`src/iaoe_pkg.sv`:
```
// opcodes, fields and constants of the increment / or execute slice
package iaoe_pkg;
   localparam int unsigned INSN_W = 12;
   localparam int unsigned DATA_W = 8;
   localparam int unsigned ADDR_W = 5;
   // opcode match patterns on instruction bits 11:6 (file forms)
   localparam logic [5:0] OP_INCREMENT_FILE = 6'h0A;
   localparam logic [5:0] OP_INCREMENT_SKIP = 6'h0F;
   localparam logic [5:0] OP_OR_ACC_FILE    = 6'h04;
   // literal form matches bits 11:8
   localparam logic [3:0] OP_OR_LITERAL     = 4'hD;
   localparam int unsigned OP6_HI  = 11;
   localparam int unsigned OP6_LO  = 6;
   localparam int unsigned OP4_LO  = 8;
   localparam int unsigned DEST_BIT = 5;
   localparam logic [7:0] DATA_ZERO = 8'h00;
   localparam logic [7:0] DATA_ONE  = 8'h01;
   localparam logic [4:0] ADDR_ZERO = 5'h00;
   typedef enum logic [2:0] {
      IAOE_OP_NONE = 3'b000,
      IAOE_OP_INC  = 3'b001,
      IAOE_OP_INCS = 3'b010,
      IAOE_OP_ORL  = 3'b011,
      IAOE_OP_ORF  = 3'b100
   } iaoe_op_e;
   typedef enum logic [0:0] {
      IAOE_ST_RUN  = 1'b0,
      IAOE_ST_IDLE = 1'b1
   } iaoe_state_e;
endpackage : iaoe_pkg

```
`src/iaoe_core.sv`:
```
// execute slice for increment, increment-skip and the two or opcodes
`timescale 1ns/100ps
`default_nettype none
module iaoe_core #(
   parameter int unsigned DATA_W = iaoe_pkg::DATA_W
) (
   input  wire logic                  ref_clk,
   input  wire logic                  rstn,
   input  wire logic                  insn_valid,
   input  wire logic [11:0]           insn,
   input  wire logic [DATA_W-1:0]     file_rdata,
   input  wire logic [DATA_W-1:0]     acc_in,
   output logic      [4:0]            file_addr,
   output logic                       file_we,
   output logic      [DATA_W-1:0]     file_wdata,
   output logic                       acc_we,
   output logic      [DATA_W-1:0]     acc_wdata,
   output logic                       zero_we,
   output logic                       zero_flag,
   output logic                       flush_next,
   output logic                       busy_idle,
   output logic                       done
);
   iaoe_pkg::iaoe_op_e    op;
   iaoe_pkg::iaoe_state_e state;
   logic [DATA_W-1:0]     result;
   logic                  dest_file;
   logic                  res_zero;
   logic                  accepted;
   logic                  handled;
   logic [DATA_W-1:0]     literal;
   logic                  skip_now;

   iaoe_decode u_decode (
      .insn (insn),
      .op   (op)
   );

   function automatic logic is_zero(
      input logic [DATA_W-1:0] v
   );
      is_zero = (v == DATA_W'(iaoe_pkg::DATA_ZERO));
   endfunction : is_zero

   function automatic logic has_result(
      input iaoe_pkg::iaoe_op_e o
   );
      has_result = (o != iaoe_pkg::IAOE_OP_NONE);
   endfunction : has_result

   function automatic logic in_idle(
      input iaoe_pkg::iaoe_state_e s
   );
      in_idle = (s == iaoe_pkg::IAOE_ST_IDLE);
   endfunction : in_idle

   // the literal form has no destination bit: bit 5 is literal data
   function automatic logic to_file(
      input iaoe_pkg::iaoe_op_e o,
      input logic               d
   );
      to_file = (o != iaoe_pkg::IAOE_OP_ORL) && d;
   endfunction : to_file

   function automatic logic keeps_zero(
      input iaoe_pkg::iaoe_op_e o
   );
      keeps_zero = (o == iaoe_pkg::IAOE_OP_INCS);
   endfunction : keeps_zero

   function automatic logic skip_fires(
      input iaoe_pkg::iaoe_op_e o,
      input logic               z
   );
      skip_fires = (o == iaoe_pkg::IAOE_OP_INCS) && z;
   endfunction : skip_fires

   // while inserting the idle op the fetched word is ignored
   assign accepted  = insn_valid && !in_idle(state);
   assign handled   = accepted && has_result(op);
   assign dest_file = insn[iaoe_pkg::DEST_BIT];
   assign literal   = DATA_W'(insn[iaoe_pkg::DATA_W-1:0]);
   assign skip_now  = handled && skip_fires(op, res_zero);

   always_comb begin
      result = DATA_W'(iaoe_pkg::DATA_ZERO);
      case (op)
         iaoe_pkg::IAOE_OP_INC,
         iaoe_pkg::IAOE_OP_INCS: begin
            result = file_rdata + DATA_W'(iaoe_pkg::DATA_ONE);
         end
         iaoe_pkg::IAOE_OP_ORL: begin
            result = acc_in | literal;
         end
         iaoe_pkg::IAOE_OP_ORF: begin
            result = acc_in | file_rdata;
         end
         default: begin
            result = DATA_W'(iaoe_pkg::DATA_ZERO);
         end
      endcase
   end
   assign res_zero = is_zero(result);

   // address and data follow the word every cycle; only the strobes
   // decide whether anything is written, which keeps the muxes small
   always_ff @(posedge ref_clk or negedge rstn) begin
      if (!rstn) begin
         file_addr <= iaoe_pkg::ADDR_ZERO;
      end else begin
         file_addr <= insn[iaoe_pkg::ADDR_W-1:0];
      end
   end

   always_ff @(posedge ref_clk or negedge rstn) begin
      if (!rstn) begin
         file_wdata <= DATA_W'(iaoe_pkg::DATA_ZERO);
         acc_wdata  <= DATA_W'(iaoe_pkg::DATA_ZERO);
      end else begin
         file_wdata <= result;
         acc_wdata  <= result;
      end
   end

   always_ff @(posedge ref_clk or negedge rstn) begin
      if (!rstn) begin
         file_we <= 1'b0;
      end else begin
         file_we <= 1'b0;
         if (handled && to_file(op, dest_file)) begin
            file_we <= 1'b1;
         end
      end
   end

   always_ff @(posedge ref_clk or negedge rstn) begin
      if (!rstn) begin
         acc_we <= 1'b0;
      end else begin
         acc_we <= 1'b0;
         if (handled && !to_file(op, dest_file)) begin
            acc_we <= 1'b1;
         end
      end
   end

   // the skip form leaves the zero flag alone
   always_ff @(posedge ref_clk or negedge rstn) begin
      if (!rstn) begin
         zero_we <= 1'b0;
      end else begin
         zero_we <= 1'b0;
         if (handled && !keeps_zero(op)) begin
            zero_we <= 1'b1;
         end
      end
   end

   always_ff @(posedge ref_clk or negedge rstn) begin
      if (!rstn) begin
         zero_flag <= 1'b0;
      end else if (handled && !keeps_zero(op)) begin
         zero_flag <= res_zero;
      end
   end

   // one idle cycle replaces the prefetched word
   always_ff @(posedge ref_clk or negedge rstn) begin
      if (!rstn) begin
         state <= iaoe_pkg::IAOE_ST_RUN;
      end else begin
         case (state)
            iaoe_pkg::IAOE_ST_RUN: begin
               if (skip_now) begin
                  state <= iaoe_pkg::IAOE_ST_IDLE;
               end
            end
            iaoe_pkg::IAOE_ST_IDLE: begin
               state <= iaoe_pkg::IAOE_ST_RUN;
            end
            default: begin
               state <= iaoe_pkg::IAOE_ST_RUN;
            end
         endcase
      end
   end

   always_ff @(posedge ref_clk or negedge rstn) begin
      if (!rstn) begin
         flush_next <= 1'b0;
      end else begin
         flush_next <= skip_now;
      end
   end

   // high for exactly the idle cycle, in step with the state register
   always_ff @(posedge ref_clk or negedge rstn) begin
      if (!rstn) begin
         busy_idle <= 1'b0;
      end else begin
         busy_idle <= skip_now;
      end
   end

   // a zero skip reports completion only at the end of its idle cycle
   always_ff @(posedge ref_clk or negedge rstn) begin
      if (!rstn) begin
         done <= 1'b0;
      end else if (in_idle(state)) begin
         done <= 1'b1;
      end else begin
         done <= handled && !skip_now;
      end
   end
endmodule : iaoe_core
`default_nettype wire

```
`src/iaoe_decode.sv`:
```
// opcode decoder of the increment / or execute slice
`timescale 1ns/100ps
`default_nettype none
module iaoe_decode (
   input  wire logic [11:0]      insn,
   output var iaoe_pkg::iaoe_op_e op
);
   always_comb begin
      if (insn[iaoe_pkg::OP6_HI:iaoe_pkg::OP6_LO] ==
          iaoe_pkg::OP_INCREMENT_FILE) begin
         op = iaoe_pkg::IAOE_OP_INC;
      end else if (insn[iaoe_pkg::OP6_HI:iaoe_pkg::OP6_LO] ==
                   iaoe_pkg::OP_INCREMENT_SKIP) begin
         op = iaoe_pkg::IAOE_OP_INCS;
      end else if (insn[iaoe_pkg::OP6_HI:iaoe_pkg::OP6_LO] ==
                   iaoe_pkg::OP_OR_ACC_FILE) begin
         op = iaoe_pkg::IAOE_OP_ORF;
      end else if (insn[iaoe_pkg::OP6_HI:iaoe_pkg::OP4_LO] ==
                   iaoe_pkg::OP_OR_LITERAL) begin
         op = iaoe_pkg::IAOE_OP_ORL;
      end else begin
         op = iaoe_pkg::IAOE_OP_NONE;
      end
   end
endmodule : iaoe_decode
`default_nettype wire

```
`config.mk`:
```
export PLATFORM = sky130hd
export DESIGN_NAME = iaoe_core
export DESIGN_NICKNAME = d
export VERILOG_FILES = /design/src/iaoe_pkg.sv /design/src/iaoe_core.sv /design/src/iaoe_decode.sv
export SDC_FILE = /design/constraint.sdc
export NUM_CORES = 1
export LEC_CHECK = 0
export BUFFER_PORTS_ARGS = -buffer_cell sky130_fd_sc_hd__buf_4
export CORE_ASPECT_RATIO = 0.7
export CORE_MARGIN = 5
export CORE_UTILIZATION = 46
export CTS_BUF_LIST = sky130_fd_sc_hd__clkbuf_8
export CTS_CLUSTER_DIAMETER = 200
export CTS_CLUSTER_SIZE = 30
export DETAILED_ROUTE_END_ITERATION = 10
export MAX_ROUTING_LAYER = met4
export PLACE_DENSITY = 0.88
export SYNTH_ARGS = -nofsm -noshare
export SYNTH_HDL_FRONTEND = slang
export SYNTH_HIERARCHICAL = 1
export SYNTH_SLANG_ARGS = --single-unit
```
`constraint.sdc`:
```
create_clock -name ref_clk -period 1.2 [get_ports ref_clk]
set_input_delay 0.12 -clock ref_clk [delete_from_list [all_inputs] [get_ports ref_clk]]
set_output_delay 0.12 -clock ref_clk [all_outputs]
set_load 0.005 [all_outputs]
```
==> results of run 1 <==
## worst max-delay path, cell delays in order
cell	delay, ps
buf_6	90
or3_4	410
nor4b_4	320
and2b_4	270
o211ai_1	160
o221ai_2	180
nor3_2	230
nand3_2	120
a311o_1	330
## path summary, 6_finish.rpt
check                      startpoint           end  slack [ps]  cells after the start
setup / recovery             insn[10]          done        -870                      9
hold / removal             insn_valid          done         150                      2
setup reg to reg                state         state        -120                      3
hold reg to reg             zero_flag     zero_flag         500                      2
max in group asynchronous        rstn  file_addr[4]         710                      2
min in group asynchronous        rstn       zero_we         270                      2
## flip-flops by register name (all words and copies together), names as in the netlist
signal	flops
acc_wdata	8
file_addr	5
acc_we	1
done	1
file_we	1
flush_next	1
state	1
zero_flag	1
zero_we	1
## synth_stat cells (all sizes together)
library cell and n:
a21oi 3, a311o 1, and2b 1, buf 12, dfrtp 20, ha 1, inv 2, nand2 11
nand2b 1, nand3 5, nand4b 1, nor2 13, nor2b 3, nor3 3, nor4b 1, o2111ai 1
o211ai 5, o21a 1, o21ai 9, o221ai 5, o22a 1, o22ai 2, o31a 1, o31ai 2
o41ai 1, or2 1, or3 1, xnor2 5, xor2 2
## per-layer routing
layer  share of wire  up-vias  GRT usage  wire (um)
li1                -      593          -          -
met1            0.36      639     0.2890       1665
met2            0.50      106     0.5032       2333
met3           0.095       24    0.05792        443
met4           0.043        0     0.1136        202
met5               0        -          -          0
## final cells by class
type / count / area share
clock inverter: 1 / 0.01434
timing repair buffer: 100 / 0.3799
inverter: 2 / 0.003584
clock buffer: 3 / 0.01971
tap: 34 / 0.02031
sequential: 20 / 0.2389
multi-input combinational: 81 / 0.3232
## power by group
group	switching (mW)	internal [mW]	leakage, nW
clock network	0.247	0.446	0.0357
logic	0.248	0.296	0.697
registers	0.0176	0.713	0.263
total	0.512	1.45	0.996
## timing repair
| action | in CTS | in global routing |
|---|---|---|
| pin swaps | 13 | 8 |
| hold buffers | 5 | 1 |
| hold endpoints to repair | 25 | 1 |
| endpoints found under the setup margin | 13 | 14 |
| buffers inserted | 11 | 5 |
| gates resized for setup | 32 | 4 |
## logic make-up (layout without fill, tap and decap cells)
group                      count (synthesis)  count (layout)
and+or+nand+nor                           41              41
AOI/OAI and AO/OA                         32              32
adders and majority gates                  1               1
buffers and inverters                     14             106
DFF                                       20              20
xor gates and xnor gates                   7               7
## cell usage in the layout, fill, tap and decap left out, types with 2 or more instances in the layout
cell	instances
buf_4	86
dfrtp_1	20
nand2_1	10
nor2_1	8
buf_6	8
o21ai_2	6
dlygate4sd3_1	6
o211ai_1	5
o221ai_2	5
nand3_1	4
xnor2_1	4
nor2_4	3
a21oi_1	3
nor2b_1	3
clkbuf_8	3
xor2_1	2
o21ai_0	2
nor2_2	2
o22ai_2	2
nor3_2	2
## per-stage QoR
stage	util	TNS, ps	setup slack [ps]
2_1_floorplan	-	-6060	-948.2
3_3_place_gp	0.7447	-10210	-1016
3_5_place_dp	0.7447	-11270	-1106
4_1_cts	0.8548	-6162	-746.9
5_1_grt	0.8651	-8124	-945.6
6_report	0.8651	-6987	-874.9
==> flow_summary_export.csv, run 1 <==
group,metric,value,unit
outcome,outcome,"finished, violations left",
outcome,violations,"negative setup slack",
synth,netlist-cell-type-count,37,
final_layout,final_cells,241,
timing,fmax,482.0,MHz
place,dp_hpwl,2835,um
route,drt_iter0_drc,109,
timing,layout_setup_ws,-874.9,ps
clock_network,cts_tree,"built",
synth,avgSynthCellArea,9.912,um^2
timing,worst_pin_slew,492.0,ps
timing,min_period_over_period,1.729,
global_route,grt_util_all_layers,0.2722,
clock_network,cts.sinks,20,
die,die_w,69.50,um
synth,synth_simple_gate_area_frac,0.1921,
route,antenna_left,0,
clock_network,root_buffer,"clkbuf_8",
synth,synth_top_family_by_area,"compound AO/OA/AOI/OAI gates",
final_layout,nFillCells,112,
final_layout,diodes,0,
clock_network,path_clk_slew,80,ps
die,io_pins,59,
route,wl_per_cell,19.27,um
synth,yosys-top-cells-area,"dfrtp_1 (44%), buf_4 (6.6%), nor2_1 (4.3%), o221ai_2 (4.0%), nand2_1 (3.6%)",
final_layout,final_cell_area,2095,um^2
global_route,grt_start_max_net_pins,21,
clock_network,numCtsBuffers,3,
worst_setup_path,path_class,"in2reg",
synth,synth_top_area_frac,0.4391,
worst_setup_path,endpoint_kind,"register",
flow_run,drv_cap,0,
global_route,grt_remaining_overflow,0,
synth,synth_compound_area_frac,0.2108,
route,drcViolationCount,0,
hold_path,worstHoldPathType,"in2reg",
synth,synth_fa_ha_area_frac,0.01098,
synth,synth_xor_area_frac,0.06037,
global_route,grt_pass1_wl,7182,um
die,core-area,2421,um^2
synth,ys_ff_latch,20,
worst_setup_path,critical_path.startpoint_type,"primary input",
place,portBuffers,58,
power,ir_drop,0.0005221,V
place,gp_congestion,0.8799,
timing,slew_headroom,0.6713,
final_layout,register_area,500.5,um^2
final_layout,nNetsFinal,240,
timing,finalSetupViolCount,14,
timing,hold_viol_final,0,
timing,rsz0062_at_grt,"yes",
synth,synth_mux_area_frac,0,
worst_setup_path,crit_arrival,2230,ps
final_layout,drive_gt1_frac,0.6329,
route,num_vias,1362,
clock_network,clk_path_buf_depth,2,
timing,maxSlewViolCount,0,
final_layout,multi_input_area,676.9,um^2
synth,synth_top_area_cell,"dfrtp_1",
place,placed_cells,227,
die,die-height,51.65,um
route,drtPass1Iterations,5,
timing,whs,146.6,ps
timing,finalClockSkew,0.3625,ps
route,wl,4645,um
power,power.leakage,0.9955,nW
timing,min_period,2075,ps
die,num_rows,15,
worst_setup_path,cp_max_fo,6,
final_layout,area_delta_synth_final,83.75,%
synth,synthCells,115,
synth,syn-cell-area,1140,um^2
route,viasPerCell,5.651,
power,total_power,1.967,mW
synth,yosys_warnings,6,
clock_network,cts.htree.levels,1,
clock_network,clock_latency,270,ps
synth,ys_seq_area_frac,0.4391,
power,power_density,939.3,nW/um^2
worst_setup_path,required,1350,ps
global_route,grt_pass1_vias,1406,
global_route,antenna_found_initial,0,
die,initial_core_util,0.4708,
die,dieArea,3589,um^2
synth,synth_nets,147,
place,placed_cell_area,1803,um^2
Power figures use the tool's default switching activity.
==> run 2, diff against run 1 <==
--- a/config.mk
+++ b/config.mk
@@ -5,7 +5,7 @@
 export SDC_FILE = /design/constraint.sdc
 export NUM_CORES = 1
 export LEC_CHECK = 0
-export BUFFER_PORTS_ARGS = -buffer_cell sky130_fd_sc_hd__buf_4
+export BUFFER_PORTS_ARGS = -buffer_cell sky130_fd_sc_hd__buf_2
 export CORE_ASPECT_RATIO = 0.7
 export CORE_MARGIN = 5
 export CORE_UTILIZATION = 46
==> flow_summary_export.csv, run 2 (synthesis gave the netlist of run 1 again) <==
group,metric,value,unit
worst_setup_path,crit_path_end,"done",
die,core-area,2421,um^2
die,die-height,51.65,um
timing,finalSetupViolCount,14,
clock_network,root_buffer,"clkbuf_8",
worst_setup_path,rr_endpoint,"state",
clock_network,path_clk_slew,70,ps
outcome,violations,"negative setup slack",
flow_run,drv_cap,0,
timing,rsz0062_at_grt,"yes",
global_route,grt_pass1_wl,6396,um
route,num_vias,1343,
worst_setup_path,r2r-start,"state",
outcome,outcome,"finished, violations left",
global_route,grt_pass1_vias,1377,
worst_setup_path,r2r_slack,-50,ps
place,dp_slack,-1114,ps
final_layout,layout_common_cells,"buf_2 (56), buf_4 (36), dfrtp_1 (20), nand2_1 (10), nor2_1 (10)",
route,drcViolationCount,0,
worst_setup_path,endpoint_kind,"register",
clock_network,numCtsBuffers,3,
global_route,grt_remaining_overflow,0,
final_layout,finalCoreUtilization,0.8119,
timing,finalClockSkew,0.5269,ps
power,power_density,950.2,nW/um^2
final_layout,largest_reg_flops,8,
worst_setup_path,path_class,"in2reg",
timing,hold_viol_final,0,
worst_setup_path,critical_path.startpoint_type,"primary input",
route,drt_iter0_drc,108,
route,viasPerCell,5.504,
timing,fmax,494.5,MHz
die,initial_core_util,0.4708,
power,total_power,1.868,mW
timing,maxSlewViolCount,0,
global_route,grt_util_all_layers,0.2346,
final_layout,reg_top3,"acc_wdata x8, file_addr x5",
global_route,antenna_found_initial,0,
worst_setup_path,required,1350,ps
worst_setup_path,crit_path_start,"insn[6]",
clock_network,cts.htree.levels,1,
timing,min_period,2022,ps
route,wl,4283,um
clock_network,cts.sinks,20,
clock_network,cts_tree,"built",
place,portBuffers,58,
place,gp_congestion,0.8922,
hold_path,worstHoldPathType,"in2reg",
place,placed_cells,228,
timing,layout_setup_ws,-822.2,ps
final_layout,nFillCells,147,
final_layout,nNetsFinal,243,
final_layout,largest_register,"acc_wdata",
final_layout,area_delta_synth_final,72.45,%
clock_network,clk_path_buf_depth,2,
worst_setup_path,reg2reg_depth,3,
die,die_w,69.50,um
power,power.leakage,0.9821,nW
die,num_rows,15,
power,ir_drop,0.0005242,V
worst_setup_path,crit_arrival,2170,ps
final_layout,layout_commonest_cell,"buf_2",
clock_network,clock_latency,260,ps
die,dieArea,3589,um^2
final_layout,drive_gt1_frac,0.6190,
global_route,grt_start_max_net_pins,21,
timing,slew_headroom,0.6820,
timing,min_period_over_period,1.685,
timing,worst_pin_slew,476.1,ps
final_layout,diodes,0,
timing,whs,81.98,ps
place,dp_hpwl,2856,um
hold_path,min_from,"insn[1]",
worst_setup_path,cp_max_fo,6,
route,drtPass1Iterations,4,
route,antenna_left,0,
route,wl_per_cell,17.55,um
die,io_pins,59,
final_layout,final_cells,244,
## run 2: changes by cell type in the layout (fill, tap and decap cells not counted), sizes merged
cell,change
buf,+4
dlygate4sd3,-1
## run 2: worst min path at each step
stage	end	slack, ps	cells past startpoint
2_1_floorplan	acc_wdata[0]	-180	0
3_3_place_gp	flush_next	70	1
3_5_place_dp	state	80	1
4_1_cts	file_addr[3]	-20	1
5_1_grt	file_addr[1]	80	2
6_report	file_addr[1]	80	2
## run 2: per-layer routing
metal | wire [um] | share of wire | vias up | GRT usage
met2 | 2234 | 0.52 | 85 | 0.4304
met1 | 1520 | 0.35 | 640 | 0.2286
met5 | 0 | 0 | - | -
met3 | 348 | 0.081 | 22 | 0.05792
met4 | 180 | 0.042 | 0 | 0.1461
li1 | - | - | 596 | -
## run 2: area by class of cell
class | instances | area, um^2 | area share
Inverter | 2 | 7.507 | 0.003819
Clock buffer | 3 | 41.29 | 0.02101
Multi-Input combinational cell | 81 | 675.6 | 0.3437
Clock inverter | 1 | 30.03 | 0.01528
Sequential cell | 20 | 500.5 | 0.2546
Tap cell | 34 | 42.54 | 0.02164
Timing Repair Buffer | 103 | 668.1 | 0.3399
## run 2: critical path, stage by stage
cell	delay, ps
buf_6	90
or3_4	410
nor4b_4	330
and2b_4	270
o211ai_1	160
o221ai_2	200
nor3_2	210
nand3_2	110
a311o_1	270
## run 2: stage by stage
| stage | area (um^2) | setup TNS (ps) |
|---|---|---|
| finish | 1966 | -7005 |
| global route | 1966 | -7765 |
| CTS | 1907 | -5740 |
| detailed placement | 1665 | -10820 |
| global placement | 1665 | -9440 |
| floorplan | 1169 | -6060 |
## run 2: power by group
group          internal, mW  leakage, nW  switching, mW  total [mW]
Clock                 0.445       0.0357          0.216       0.661
Sequential            0.713        0.263         0.0147       0.728
Combinational         0.243        0.683          0.236       0.479
## run 2: what timing repair did
item	in CTS	in global routing
resized for setup	18	13
hold buffers	4	1
setup endpoints to repair	14	15
hold endpoints to repair	24	1
buffers inserted	5	7
pin swaps	10	7
==> run 3, diff against run 2 <==
--- a/config.mk
+++ b/config.mk
@@ -15,6 +15,7 @@
 export DETAILED_ROUTE_END_ITERATION = 10
 export MAX_ROUTING_LAYER = met4
 export PLACE_DENSITY = 0.88
+export SETUP_SLACK_MARGIN = 0.4
 export SYNTH_ARGS = -nofsm -noshare
 export SYNTH_HDL_FRONTEND = slang
 export SYNTH_HIERARCHICAL = 1
==> constraint.sdc (replaced) <==
create_clock -name ref_clk -period 2.3 [get_ports ref_clk]
set_input_delay 0.23 -clock ref_clk [delete_from_list [all_inputs] [get_ports ref_clk]]
set_output_delay 0.23 -clock ref_clk [all_outputs]
set_load 0.005 [all_outputs]
==> flow_summary_export.csv, run 3 (synthesis gave the netlist of run 1 again) <==
group,metric,value,unit
power,power_frac_seq,0.408,
power,ir_drop,0.0002745,V
power,power.leakage,0.8357,nW
route,drt_iter0_drc,77,
timing,fmax,487.0,MHz
route,wl,3063,um
route,wl_per_cell,14.05,um
global_route,grt_pass1_vias,1025,
outcome,outcome,"finished, final reports clean",
die,die_w,69.50,um
route,num_vias,1136,
clock_network,clk_path_buf_depth,2,
worst_setup_path,cp_max_fo,6,
route,drtPass1Iterations,4,
place,dp_slack,-125.2,ps
worst_setup_path,endpoint_kind,"register",
timing,fin_tns_setup,0,ps
worst_setup_path,path_cells,"buf_2, or3_4, o31ai_4, buf_6, xnor2_2, or2_4, o221ai_2, nor3_2, nand3_2, a311o_1",
global_route,grt_util_all_layers,0.1718,
die,core-area,2421,um^2
worst_setup_path,r2r_slack,1220,ps
place,gp_congestion,0.8639,
worst_setup_path,required,2440,ps
timing,min_period_over_period,0.8927,
timing,worst_pin_slew,464.6,ps
worst_setup_path,path_class,"in2reg",
die,dieArea,3589,um^2
timing,min_period,2053,ps
timing,rsz0062_at_grt,"yes",
die,initial_core_util,0.4708,
route,wl_met3,243,um
clock_network,cts.htree.levels,1,
place,dp_hpwl,2404,um
final_layout,largest_register,"acc_wdata",
timing,maxSlewViolCount,0,
power,combPwrFrac,0.224,
power,netSwitchingPower,222.3,uW
power,p_int,708.6,uW
worst_setup_path,crit_arrival,2200,ps
timing,layout_setup_ws,246.8,ps
worst_setup_path,worst-path-buf-inv,2,
hold_path,worstHoldPathType,"in2reg",
die,die-height,51.65,um
worst_setup_path,critical_path.startpoint_type,"primary input",
clock_network,root_buffer,"clkbuf_8",
global_route,grt_start_max_net_pins,21,
clock_network,cts.sinks,20,
power,power_frac_clock,0.368,
final_layout,nNetsFinal,217,
clock_network,cts_tree,"built",
worst_setup_path,critical-path-max-stage-delay,410,ps
clock_network,path_clk_slew,80,ps
final_layout,reg_top3,"acc_wdata x8, file_addr x5",
final_layout,layout_commonest_cell,"buf_2",
clock_network,clock_latency,260,ps
timing,finalClockSkew,1.412,ps
global_route,antenna_found_initial,0,
flow_run,drv_cap,0,
route,wl_met1,1281,um
worst_setup_path,slowest_stage,"or3_4",
place,portBuffers,58,
final_layout,layout_common_cells,"buf_2 (58), dfrtp_1 (20), buf_4 (17), nand2_1 (11), nor2_1 (11)",
die,num_rows,15,
final_layout,drive_gt1_frac,0.5435,
final_layout,largest_reg_flops,8,
timing,slew_headroom,0.6869,
clock_network,numCtsBuffers,3,
final_layout,area_delta_synth_final,47.53,%
worst_setup_path,crit_family,"simple AND/OR/NAND/NOR gates",
power,switching_share,0.2388,
route,dr.max_layer_used,"met4",
die,io_pins,59,
route,viasPerCell,5.211,
timing,finalSetupViolCount,0,
route,drcViolationCount,0,
power,power_density,553.6,nW/um^2
global_route,grt_remaining_overflow,0,
final_layout,diodes,0,
timing,hold_viol_final,0,
route,antenna_left,0,
global_route,grt_pass1_wl,4816,um
route,dr_wl_met2,1514,um
final_layout,nFillCells,186,
-- run 3: timing repair --
action,in CTS,in global routing
gates resized for setup,7,5
hold endpoints to repair,20,0
setup buffers,4,3
hold buffers,1,0
pin swaps,5,6
setup endpoints to repair,5,4
-- run 3: area by class of cell --
cell class / count / area [um^2] / share of cell area
Tap cell: 34 / 42.54 / 0.02530
Clock inverter: 1 / 30.03 / 0.01786
Inverter: 2 / 7.507 / 0.004464
Clock buffer: 3 / 41.29 / 0.02455
Timing Repair Buffer: 77 / 439.2 / 0.2612
Multi-Input combinational cell: 81 / 620.6 / 0.3690
Sequential cell: 20 / 500.5 / 0.2976
-- run 3: worst paths after layout --
check                                     to      start  cells past startpoint
worst max-delay path                    done   insn[11]                     10
worst min-delay path            file_addr[4]    insn[4]                      1
worst max register to register     zero_flag      state                      4
worst min register to register     zero_flag  zero_flag                      2
max in group asynchronous       acc_wdata[2]       rstn                      2
min in group asynchronous            zero_we       rstn                      2
-- run 3: layer usage --
metal,GRT usage,vias up
li1,-,545
met3,0.03475,2
met4,0.04870,0
met1,0.2265,533
met5,-,-
met2,0.2722,56
-- run 3: per-stage QoR --
step	hold WS [ps]	instance area (um^2)	power, mW	std cells	utilization
after floorplan	-65.59	1159	0.4711	115	-
after global placement	179.2	1490	0.5529	206	0.6155
after detailed placement	194.3	1490	0.5567	206	0.6155
after CTS	91.52	1638	0.9195	215	0.6765
after global routing	84.14	1682	0.9800	218	0.6946
final	98.04	1682	0.9310	218	0.6946
-- run 3: power groups by stage --
stage	registers (mW)	logic, mW	clock network, mW
floorplan	0.390	0.0807	0
global placement	0.385	0.168	0
detailed placement	0.387	0.170	0
CTS	0.380	0.191	0.349
global route	0.382	0.229	0.369
finish	0.380	0.209	0.343
-- run 3: worst reg2reg max path: stages (launching register included) --
cell     delay [ps]
dfrtp_1         400
nor2b_1         230
o21ai_1         180
nand2_1         120
o21ai_2          50
